### src/rfct_pkg.sv
// Package: constants and types for the feature-configuration toggle command block
package rfct_pkg;
   // ***************************************
   // Command frame
   // ***************************************
   localparam logic [15:0] CMD_CODE = 16'hE007;
   localparam int CMD_BITS = 72;
   localparam int OPC_LSB = 56;
   localparam int RFU_LSB = 48;
   localparam int DATA_LSB = 32;
   localparam int HANDLE_LSB = 16;
   localparam logic [6:0] CMD_BITS_W = 7'h48;
   // ***************************************
   // CRC-16
   // ***************************************
   localparam logic [15:0] CRC_PRESET = 16'hFFFF;
   localparam logic [15:0] CRC_POLY = 16'h1021;
   localparam logic [15:0] CRC_RESIDUE = 16'h1D0F;
   // ***************************************
   // Configuration word, bit n sits at data bit 15-n
   // ***************************************
   localparam logic [11:0] CFG_BIT_ADDR = 12'h200;
   localparam logic [15:0] IND_MASK = 16'hC000;
   localparam logic [15:0] RFU_MASK = 16'h3000;
   localparam logic [15:0] TEMP_MASK = 16'h0E00;
   localparam logic [15:0] PERM_MASK = 16'h01FF;
   localparam logic [15:0] CFG_RESET = 16'h0000;
   localparam int TAMPER_POS = 15;
   localparam int SUPPLY_POS = 14;
   // ***************************************
   // Reply
   // ***************************************
   localparam int PAYLOAD_W = 33;
   localparam logic [5:0] OK_REPLY_BITS = 6'h21;
   localparam logic [5:0] ERR_REPLY_BITS = 6'h19;
   localparam logic HDR_OK = 1'b0;
   localparam logic HDR_ERR = 1'b1;
   // ***************************************
   // Timing
   // ***************************************
   localparam int CLK_MHZ = 200;
   localparam int REPLY_LIMIT_MS = 20;
   localparam int REPLY_LIMIT_CYC = REPLY_LIMIT_MS * CLK_MHZ * 1000;
   localparam int LINK_KHZ = 160;
   localparam int BIT_CYC = CLK_MHZ * 1000 / LINK_KHZ;
   // ***************************************
   // Types
   // ***************************************
   typedef enum logic [2:0] {
      TAG_READY = 3'b000,
      TAG_ARBITRATE = 3'b001,
      TAG_REPLY = 3'b010,
      TAG_ACKNOWLEDGED = 3'b011,
      TAG_OPEN = 3'b100,
      TAG_SECURED = 3'b101,
      TAG_KILLED = 3'b110
   } rfct_tag_state_type;
   typedef enum logic [2:0] {
      ST_IDLE = 3'b000,
      ST_RECV = 3'b001,
      ST_CHECK = 3'b010,
      ST_STORE = 3'b011,
      ST_REPLY = 3'b100
   } rfct_fsm_type;
endpackage : rfct_pkg

### src/rfct_toggle.sv
// Feature-configuration toggle command interpreter with reply generation
module rfct_toggle
   import rfct_pkg::*;
#(
   parameter int REPLY_LIMIT = REPLY_LIMIT_CYC,
   parameter int BIT_PERIOD = BIT_CYC,
   parameter logic [7:0] ERR_CODE = 8'h0F
)
(
   input wire logic clock,
   input wire logic rst,
   input wire logic rx_frame_start,
   input wire logic rx_frame_sync,
   input wire logic rx_bit,
   input wire logic rx_bit_valid,
   input wire logic rx_frame_end,
   input wire rfct_tag_state_type tag_state,
   input wire logic handle_granted,
   input wire logic [15:0] handle,
   input wire logic [15:0] rn16,
   input wire logic access_pwd_zero,
   input wire logic epc_locked,
   input wire logic tamper_in,
   input wire logic ext_supply_in,
   input wire logic nvm_load,
   input wire logic [15:0] nvm_word,
   input wire logic mem_wr_en,
   input wire logic [11:0] mem_wr_addr,
   input wire logic [15:0] mem_wr_data,
   input wire logic nvm_store_done,
   input wire logic nvm_store_fail,
   output logic nvm_store_req,
   output logic [15:0] nvm_store_data,
   output logic go_arbitrate,
   output logic tx_bit,
   output logic tx_strobe,
   output logic tx_active,
   output logic tx_ext_preamble,
   output logic tx_error,
   output logic [15:0] cfg_word
);
   // ***************************************
   // State and storage
   // ***************************************
   rfct_fsm_type state_q, state_d;
   logic [CMD_BITS-1:0] rx_sr_q;
   logic [6:0] rx_cnt_q;
   logic fsync_q;
   logic [15:0] temp_q, perm_q;
   logic [15:0] pend_q;
   logic [31:0] wait_q;
   logic [15:0] bit_div_q;
   logic bit_en;
   logic reply_ok_q;
   logic go_arb_q;
   logic store_req_q;
   logic [15:0] cfg_q;
   logic load_q;
   logic [PAYLOAD_W-1:0] payload_q;
   logic [5:0] len_q;
   logic [15:0] rx_crc, tx_crc;
   logic tx_busy, tx_feed, tx_done;

   // ***************************************
   // Field decode
   // ***************************************
   logic [15:0] f_opc, f_data, f_handle, mask, apply, eff_mask;
   logic [7:0] f_rfu;
   logic frame_ok, crc_ok, handle_ok, cmd_valid, rfu_hit, act_state;
   logic to_arb, can_toggle, need_store, std_wr, cfg_hit;

   assign f_opc = rx_sr_q[OPC_LSB +: 16];
   assign f_rfu = rx_sr_q[RFU_LSB +: 8];
   assign f_data = rx_sr_q[DATA_LSB +: 16];
   assign f_handle = rx_sr_q[HANDLE_LSB +: 16];
   // Reserved command field is carried but not judged
   assign frame_ok = (rx_cnt_q == CMD_BITS_W) && (f_opc == CMD_CODE) && fsync_q;
   assign crc_ok = (rx_crc == CRC_RESIDUE);
   assign handle_ok = handle_granted && (f_handle == handle);
   assign act_state = (tag_state == TAG_OPEN) || (tag_state == TAG_SECURED);
   assign to_arb = (tag_state == TAG_ARBITRATE) || (tag_state == TAG_REPLY)
      || (tag_state == TAG_ACKNOWLEDGED);
   assign cmd_valid = frame_ok && act_state && crc_ok && handle_ok;
   assign mask = f_data ^ rn16;
   assign rfu_hit = |(mask & RFU_MASK);
   // Zero password suppresses toggling; the enabling reading is not taken
   assign can_toggle = (tag_state == TAG_SECURED) && !access_pwd_zero;
   assign eff_mask = mask & (TEMP_MASK | PERM_MASK);
   assign apply = can_toggle ? eff_mask : 16'h0000;
   assign need_store = |(apply & PERM_MASK);
   assign cfg_hit = (mem_wr_addr == CFG_BIT_ADDR);
   assign std_wr = mem_wr_en && cfg_hit && !epc_locked && (state_q != ST_STORE);

   // ***************************************
   // Bit-rate enable for the reply
   // ***************************************
   assign bit_en = (bit_div_q == 16'h0000);

   always_ff @(posedge clock) begin
      if (rst || bit_div_q == 16'h0000) begin
         bit_div_q <= 16'(BIT_PERIOD - 1);
      end else begin
         bit_div_q <= bit_div_q - 16'h0001;
      end
   end

   // ***************************************
   // Sequencer
   // ***************************************
   always_comb begin
      state_d = state_q;
      case (state_q)
         ST_IDLE: begin
            if (rx_frame_start) begin
               state_d = ST_RECV;
            end
         end
         ST_RECV: begin
            if (rx_frame_end) begin
               state_d = ST_CHECK;
            end
         end
         ST_CHECK: begin
            if (!cmd_valid || rfu_hit) begin
               state_d = ST_IDLE;
            end else if (need_store) begin
               state_d = ST_STORE;
            end else begin
               state_d = ST_REPLY;
            end
         end
         ST_STORE: begin
            if (nvm_store_done || nvm_store_fail || wait_q == 32'(REPLY_LIMIT - 1)) begin
               state_d = ST_REPLY;
            end
         end
         ST_REPLY: begin
            if (tx_done) begin
               state_d = ST_IDLE;
            end
         end
         default: begin
            state_d = ST_IDLE;
         end
      endcase
   end

   always_ff @(posedge clock) begin
      if (rst) begin
         state_q <= ST_IDLE;
      end else begin
         state_q <= state_d;
      end
   end

   // ***************************************
   // Receive shifter
   // ***************************************
   always_ff @(posedge clock) begin
      if (rst) begin
         rx_sr_q <= '0;
         rx_cnt_q <= 7'h00;
         fsync_q <= 1'b0;
      end else if (state_q == ST_IDLE && rx_frame_start) begin
         rx_cnt_q <= 7'h00;
         fsync_q <= rx_frame_sync;
      end else if (state_q == ST_RECV && rx_bit_valid) begin
         rx_sr_q <= {rx_sr_q[CMD_BITS-2:0], rx_bit};
         // Saturate so an overlong frame never matches the length
         if (rx_cnt_q != 7'h7F) begin
            rx_cnt_q <= rx_cnt_q + 7'h01;
         end
      end
   end

   // ***************************************
   // Configuration bits
   // ***************************************
   always_ff @(posedge clock) begin
      if (rst) begin
         temp_q <= CFG_RESET;
         perm_q <= CFG_RESET;
         pend_q <= 16'h0000;
         store_req_q <= 1'b0;
         nvm_store_data <= 16'h0000;
      end else begin
         store_req_q <= 1'b0;
         if (nvm_load) begin
            perm_q <= nvm_word & PERM_MASK;
         end
         if (std_wr) begin
            temp_q <= mem_wr_data & TEMP_MASK;
            perm_q <= mem_wr_data & PERM_MASK;
            store_req_q <= 1'b1;
            nvm_store_data <= mem_wr_data & PERM_MASK;
         end else if (state_q == ST_CHECK && cmd_valid && !rfu_hit) begin
            temp_q <= temp_q ^ (apply & TEMP_MASK);
            if (need_store) begin
               pend_q <= perm_q ^ (apply & PERM_MASK);
               store_req_q <= 1'b1;
               nvm_store_data <= perm_q ^ (apply & PERM_MASK);
            end
         end else if (state_q == ST_STORE && nvm_store_done) begin
            perm_q <= pend_q;
         end
      end
   end

   assign nvm_store_req = store_req_q;

   always_ff @(posedge clock) begin
      if (rst || state_q != ST_STORE) begin
         wait_q <= 32'h00000000;
      end else begin
         wait_q <= wait_q + 32'h00000001;
      end
   end

   always_ff @(posedge clock) begin
      if (rst) begin
         cfg_q <= CFG_RESET;
      end else begin
         cfg_q <= temp_q | perm_q;
         cfg_q[TAMPER_POS] <= tamper_in;
         cfg_q[SUPPLY_POS] <= ext_supply_in;
      end
   end

   assign cfg_word = cfg_q;

   // ***************************************
   // Reply launch
   // ***************************************
   logic store_fail, launch_ok, launch_err;
   logic [15:0] new_word;

   assign store_fail = state_q == ST_STORE && !nvm_store_done
      && (nvm_store_fail || wait_q == 32'(REPLY_LIMIT - 1));
   assign launch_ok = (state_q == ST_CHECK && state_d == ST_REPLY)
      || (state_q == ST_STORE && nvm_store_done);
   assign launch_err = store_fail;
   // Word as it stands after this command, indicators live
   assign new_word = (launch_ok && state_q == ST_STORE)
      ? ((temp_q | pend_q) & ~IND_MASK) | (cfg_q & IND_MASK)
      : ((temp_q ^ (apply & TEMP_MASK)) | perm_q) & ~IND_MASK | (cfg_q & IND_MASK);

   always_ff @(posedge clock) begin
      if (rst) begin
         load_q <= 1'b0;
         payload_q <= '0;
         len_q <= 6'h00;
         reply_ok_q <= 1'b0;
         go_arb_q <= 1'b0;
      end else begin
         load_q <= launch_ok || launch_err;
         go_arb_q <= state_q == ST_CHECK && frame_ok && to_arb;
         if (launch_ok) begin
            payload_q <= {HDR_OK, new_word, handle};
            len_q <= OK_REPLY_BITS;
            reply_ok_q <= 1'b1;
         end else if (launch_err) begin
            payload_q <= {HDR_ERR, ERR_CODE, handle, 8'h00};
            len_q <= ERR_REPLY_BITS;
            reply_ok_q <= 1'b0;
         end
      end
   end

   assign go_arbitrate = go_arb_q;

   // ***************************************
   // CRC engines and serializer
   // ***************************************
   rfct_crc16 u_rx_crc (
      .clock(clock),
      .rst(rst),
      .init(state_q == ST_IDLE),
      .en(state_q == ST_RECV && rx_bit_valid),
      .bit_in(rx_bit),
      .crc_q(rx_crc)
   );

   rfct_crc16 u_tx_crc (
      .clock(clock),
      .rst(rst),
      .init(load_q),
      .en(tx_feed),
      .bit_in(tx_bit),
      .crc_q(tx_crc)
   );

   rfct_tx_shift u_tx (
      .clock(clock),
      .rst(rst),
      .bit_en(bit_en),
      .load(load_q),
      .payload(payload_q),
      .len(len_q),
      .crc_in(tx_crc),
      .busy_q(tx_busy),
      .tx_bit_q(tx_bit),
      .tx_strobe_q(tx_strobe),
      .feed_q(tx_feed),
      .done_q(tx_done)
   );

   assign tx_active = tx_busy;
   assign tx_ext_preamble = tx_busy && reply_ok_q;
   assign tx_error = tx_busy && !reply_ok_q;
endmodule : rfct_toggle

### src/rfct_crc16.sv
// Serial CRC-16 register, one bit per enable
module rfct_crc16
   import rfct_pkg::*;
(
   input wire logic clock,
   input wire logic rst,
   input wire logic init,
   input wire logic en,
   input wire logic bit_in,
   output logic [15:0] crc_q
);
   logic feedback;
   logic [15:0] crc_d;

   assign feedback = crc_q[15] ^ bit_in;
   assign crc_d = {crc_q[14:0], 1'b0} ^ (feedback ? CRC_POLY : 16'h0000);

   always_ff @(posedge clock) begin
      if (rst || init) begin
         crc_q <= CRC_PRESET;
      end else if (en) begin
         crc_q <= crc_d;
      end
   end
endmodule : rfct_crc16

### src/rfct_tx_shift.sv
// Reply serializer: payload bits, then the inverted CRC
module rfct_tx_shift
   import rfct_pkg::*;
(
   input wire logic clock,
   input wire logic rst,
   input wire logic bit_en,
   input wire logic load,
   input wire logic [PAYLOAD_W-1:0] payload,
   input wire logic [5:0] len,
   input wire logic [15:0] crc_in,
   output logic busy_q,
   output logic tx_bit_q,
   output logic tx_strobe_q,
   output logic feed_q,
   output logic done_q
);
   logic [PAYLOAD_W-1:0] sr_q;
   logic [5:0] cnt_q;
   logic crc_phase_q;

   always_ff @(posedge clock) begin
      tx_strobe_q <= 1'b0;
      feed_q <= 1'b0;
      done_q <= 1'b0;
      if (rst) begin
         busy_q <= 1'b0;
         tx_bit_q <= 1'b0;
         sr_q <= '0;
         cnt_q <= 6'h00;
         crc_phase_q <= 1'b0;
      end else if (load) begin
         busy_q <= 1'b1;
         sr_q <= payload;
         cnt_q <= len;
         crc_phase_q <= 1'b0;
      end else if (busy_q && bit_en) begin
         if (cnt_q != 6'h00) begin
            tx_bit_q <= sr_q[PAYLOAD_W-1];
            sr_q <= {sr_q[PAYLOAD_W-2:0], 1'b0};
            cnt_q <= cnt_q - 6'h01;
            tx_strobe_q <= 1'b1;
            feed_q <= ~crc_phase_q;
         end else if (!crc_phase_q) begin
            // CRC is settled: last payload bit went in at least one cycle ago
            tx_bit_q <= ~crc_in[15];
            sr_q <= {~crc_in[14:0], 18'h00000};
            cnt_q <= 6'h0F;
            crc_phase_q <= 1'b1;
            tx_strobe_q <= 1'b1;
         end else begin
            busy_q <= 1'b0;
            done_q <= 1'b1;
         end
      end
   end
endmodule : rfct_tx_shift

### config.mk
export PLATFORM = sky130hd
export DESIGN_NAME = rfct_toggle
export DESIGN_NICKNAME = d
export VERILOG_FILES = /design/src/rfct_pkg.sv /design/src/rfct_toggle.sv /design/src/rfct_crc16.sv /design/src/rfct_tx_shift.sv
export SDC_FILE = /design/constraint.sdc
export NUM_CORES = 1
export LEC_CHECK = 0
export BUFFER_PORTS_ARGS = -buffer_cell sky130_fd_sc_hd__buf_2
export CORE_ASPECT_RATIO = 1.25
export CORE_UTILIZATION = 64
export DETAILED_ROUTE_END_ITERATION = 7
export PLACE_DENSITY = 0.85
export SKIP_LAST_GASP = 1
export SLEW_MARGIN = 20
export SYNTH_ARGS = -nofsm -noshare
export SYNTH_HDL_FRONTEND = slang
export SYNTH_SLANG_ARGS = --single-unit
### constraint.sdc
create_clock -name clock -period 6.4 [get_ports clock]
set_clock_uncertainty 0.15 [all_clocks]
set_input_delay 1.28 -clock clock [delete_from_list [all_inputs] [get_ports clock]]
set_output_delay 1.28 -clock clock [all_outputs]
set_load 0.005 [all_outputs]
==> flow_metrics.env <==
export IMPL_core_area_sq_um=20800
export IMPL_hold_violations=0
export IMPL_p_per_area_nw_per_um2=264
export IMPL_cts_hold_buf=0
export IMPL_crit_required_ps=6630
export IMPL_synth_top_family_by_area="simple AND/OR/NAND/NOR gates"
export IMPL_fillers=1580
export IMPL_dp_slack_ps=2090
export IMPL_synth_seq_area_share_pct=46.2
export IMPL_syn_cell_area_sq_um=13600
export IMPL_synth_compound_area_share_pct=15.0
export IMPL_crit_fanout=13
export IMPL_synthArstFlopShare_pct=0
export IMPL_cts_path_max_buffers=3
export IMPL_synth_area_leaders="dfxtp_1 (46%), nand2_1 (10%), a21oi_1 (4.7%)"
export IMPL_fin_nets=1766
export IMPL_grt_max_degree=91
export IMPL_slew_headroom_pct=26.9
export IMPL_critPathLaunch="tag_state[1]"
export IMPL_setup_tns_ps=0
export IMPL_grt_pass1_wl_mm=53.6
export IMPL_timing_final_crit_share_pct=59.1
export IMPL_synth_cells=1605
export IMPL_via_count=11700
export IMPL_place_congestion=0.848
export IMPL_yosys_area_top_type="dfxtp_1"
export IMPL_cts_root_buf="clkbuf_16"
export IMPL_start_kind="primary input"
export IMPL_reg2reg_from="state_q[1]"
export IMPL_synth_top_area_share_pct=46.2
export IMPL_worstSetupEndpointType="register"
export IMPL_dieArea_sq_um=21800
export IMPL_min_from="bit_div_q[0]"
export IMPL_area_delta_synth_final_pct=12.0
export IMPL_grt_pass1_vias=11100
export IMPL_worst_pin_slew_ps=1100
export IMPL_die_h_um=165
export IMPL_cts_buffers=30
export IMPL_drive_gt1_share_pct=14.4
export IMPL_hp_class="reg2reg"
export IMPL_io_buffer_count=120
export IMPL_yosys_cell_types_count=68
export IMPL_synthFlopType="dfxtp_1"
export IMPL_synth_nets=1707
export IMPL_cts_tree="built"
export IMPL_stdcell_count=1963
export IMPL_multi_input_area_sq_um=6790
export IMPL_cts_sinks=313
export IMPL_cap_violations=0
export IMPL_avgSynthCellArea_sq_um=8.45
export IMPL_dp_hpwl_mm=21.4
export IMPL_dp_cells=1906
export IMPL_path_class="in2reg"
export IMPL_leakage_uw=0.00562
export IMPL_cts_resized_gates=0
export IMPL_ios=134
export IMPL_maxSlewViolCount=0
export IMPL_max_freq_mhz=264
export IMPL_ant_nets=0
export IMPL_ys_warn_count=0
export IMPL_synth_edf_count=0
export IMPL_setup_ws_ps=2620
export IMPL_synth_simple_gate_area_share_pct=26.1
export IMPL_h_tree_depth=1
export IMPL_post_cts_buffers=0
export IMPL_arrival_ps=4010
export IMPL_core_rowCount=59
export IMPL_regArea_sq_um=6270
export IMPL_wl_per_cell_um=16.8
export IMPL_gr_usage_met3_pct=4.79
export IMPL_setup_violations=0
export IMPL_ys_ff_latch=313
export IMPL_peakVddDrop_uv=232
export IMPL_die_w_um=132
export IMPL_path_clk_slew_ps=60
export IMPL_grt_busiest_layer="met2"
export IMPL_finalInstanceArea_sq_um=15200
export IMPL_synthAdderAreaFrac_pct=0.646
export IMPL_synthMuxAreaShare_pct=1.85
export IMPL_grtUsageMet2_pct=54.0
export IMPL_grt_overflow_total=0
export IMPL_start_util_pct=65.1
export IMPL_dr_pass1_iters=5
export IMPL_viasPerCell=5.96
export IMPL_track_usage_pct=30.0
export IMPL_fin_crit_ps=3780
export IMPL_drc=0
export IMPL_use_met1_pct=35.7
export IMPL_insertion_delay_ps=560
export IMPL_drt_initial_drc_count=904
export IMPL_rsz0062_at_grt="false"
export IMPL_status="completed"
export IMPL_yosys_area_share_xor_xnor_pct=6.33
export IMPL_antenna_found_initial=1
export IMPL_wirelength_mm=33.0
export IMPL_placed_area_sq_um=14100
[critical path, cell delays in order]
cell and delay (ps):
buf_2 120, or4bb_1 540, nor4_4 220, and4_4 310, nand3_1 370, nor2_1 980, a211oi_1 170
[layer usage]
metal  up-vias  share of wire [%]
li1       5668                  -
met1      5541                 40
met2       398                 50
met3        90                6.9
met4         0                3.2
met5         -                  0
[cells by family after synthesis]
kind of cell	Yosys count
buffers and inverters	117
AOI/OAI and AO/OA	295
and+or+nand+nor	750
adders and majority gates	7
DFF	313
xor gates and xnor gates	98
muxes	25
[state kept, by name (all words and copies together) (netlist names), 3 cells and up]
register,flops
nvm_store_data,16
u_rx_crc.crc_q,16
u_tx.sr_q,33
payload_q,33
rx_sr_q,72
state_q,3
cfg_word,16
u_tx_crc.crc_q,16
bit_div_q,16
perm_q,16
temp_q,3
u_tx.cnt_q,6
rx_cnt_q,7
pend_q,16
wait_q,32
[layout make-up]
type	instances	area share, %
multi-input combinational	1175	44.7
antenna	1	0.0165
tap	274	2.26
timing repair buffer	133	4.64
inverter	11	0.272
clock inverter	8	0.758
sequential	313	41.3
clock buffer	48	6.06
[synthesized netlist by cell type (7+ instances only)]
cell type,count
nor2_1,118
dfxtp_1,313
buf_2,14
clkbuf_1,76
o21ai_0,28
xnor2_1,27
mux2i_1,25
nand3b_1,17
a211oi_2,18
ha_1,7
nand3_1,46
xor2_1,71
o221ai_1,10
a22oi_1,17
a311oi_1,10
nand2_1,374
or3_1,9
o211ai_1,13
nor4_1,25
a21oi_1,127
a21oi_2,7
nand4_1,17
inv_1,10
and3_1,17
nor3_1,41
a311oi_2,7
o21ai_1,9
a211oi_1,27
nor2b_1,31
[worst paths after layout]
| kind | end | slack, ps | cells after the start |
|---|---|---|---|
| worst min-delay path | bit_div_q[0] | 260 | 1 |
| worst max register to register | payload_q[24] | 3050 | 6 |
| worst min register to register | bit_div_q[0] | 260 | 1 |
| worst max-delay path | pend_q[0] | 2620 | 7 |
[metrics by stage]
step                hold slack (ps)  util [%]  total power [uW]
global route                    265      72.9              4120
CTS                             256      72.9              4020
detailed placement              240      67.9              2210
global placement                237      67.9              2200
floorplan                       221         -              2140
finish                          259      72.9              4010
[placed cells by master, fill, tap and decap left out, drive strengths merged, types with 25 or more instances in the layout]
cell and instances:
mux2i 25, nor2b 31, nand3 46, o21ai 37, nand2 375, clkbuf 48, dfxtp 313, xor2 71
buf 133, nor2 119, nor3 43, xnor2 27, nor4 26, a211oi 45, a21oi 134
[report_power, final]
group / total [uW] / internal [uW] / leakage (uW) / switching [uW]
combinational: 185 / 66.0 / 0.00258 / 119
sequential: 1980 / 1970 / 0.00253 / 17.4
clock: 1840 / 1100 / 0.000512 / 742
(Power assumes the default switching activity.)
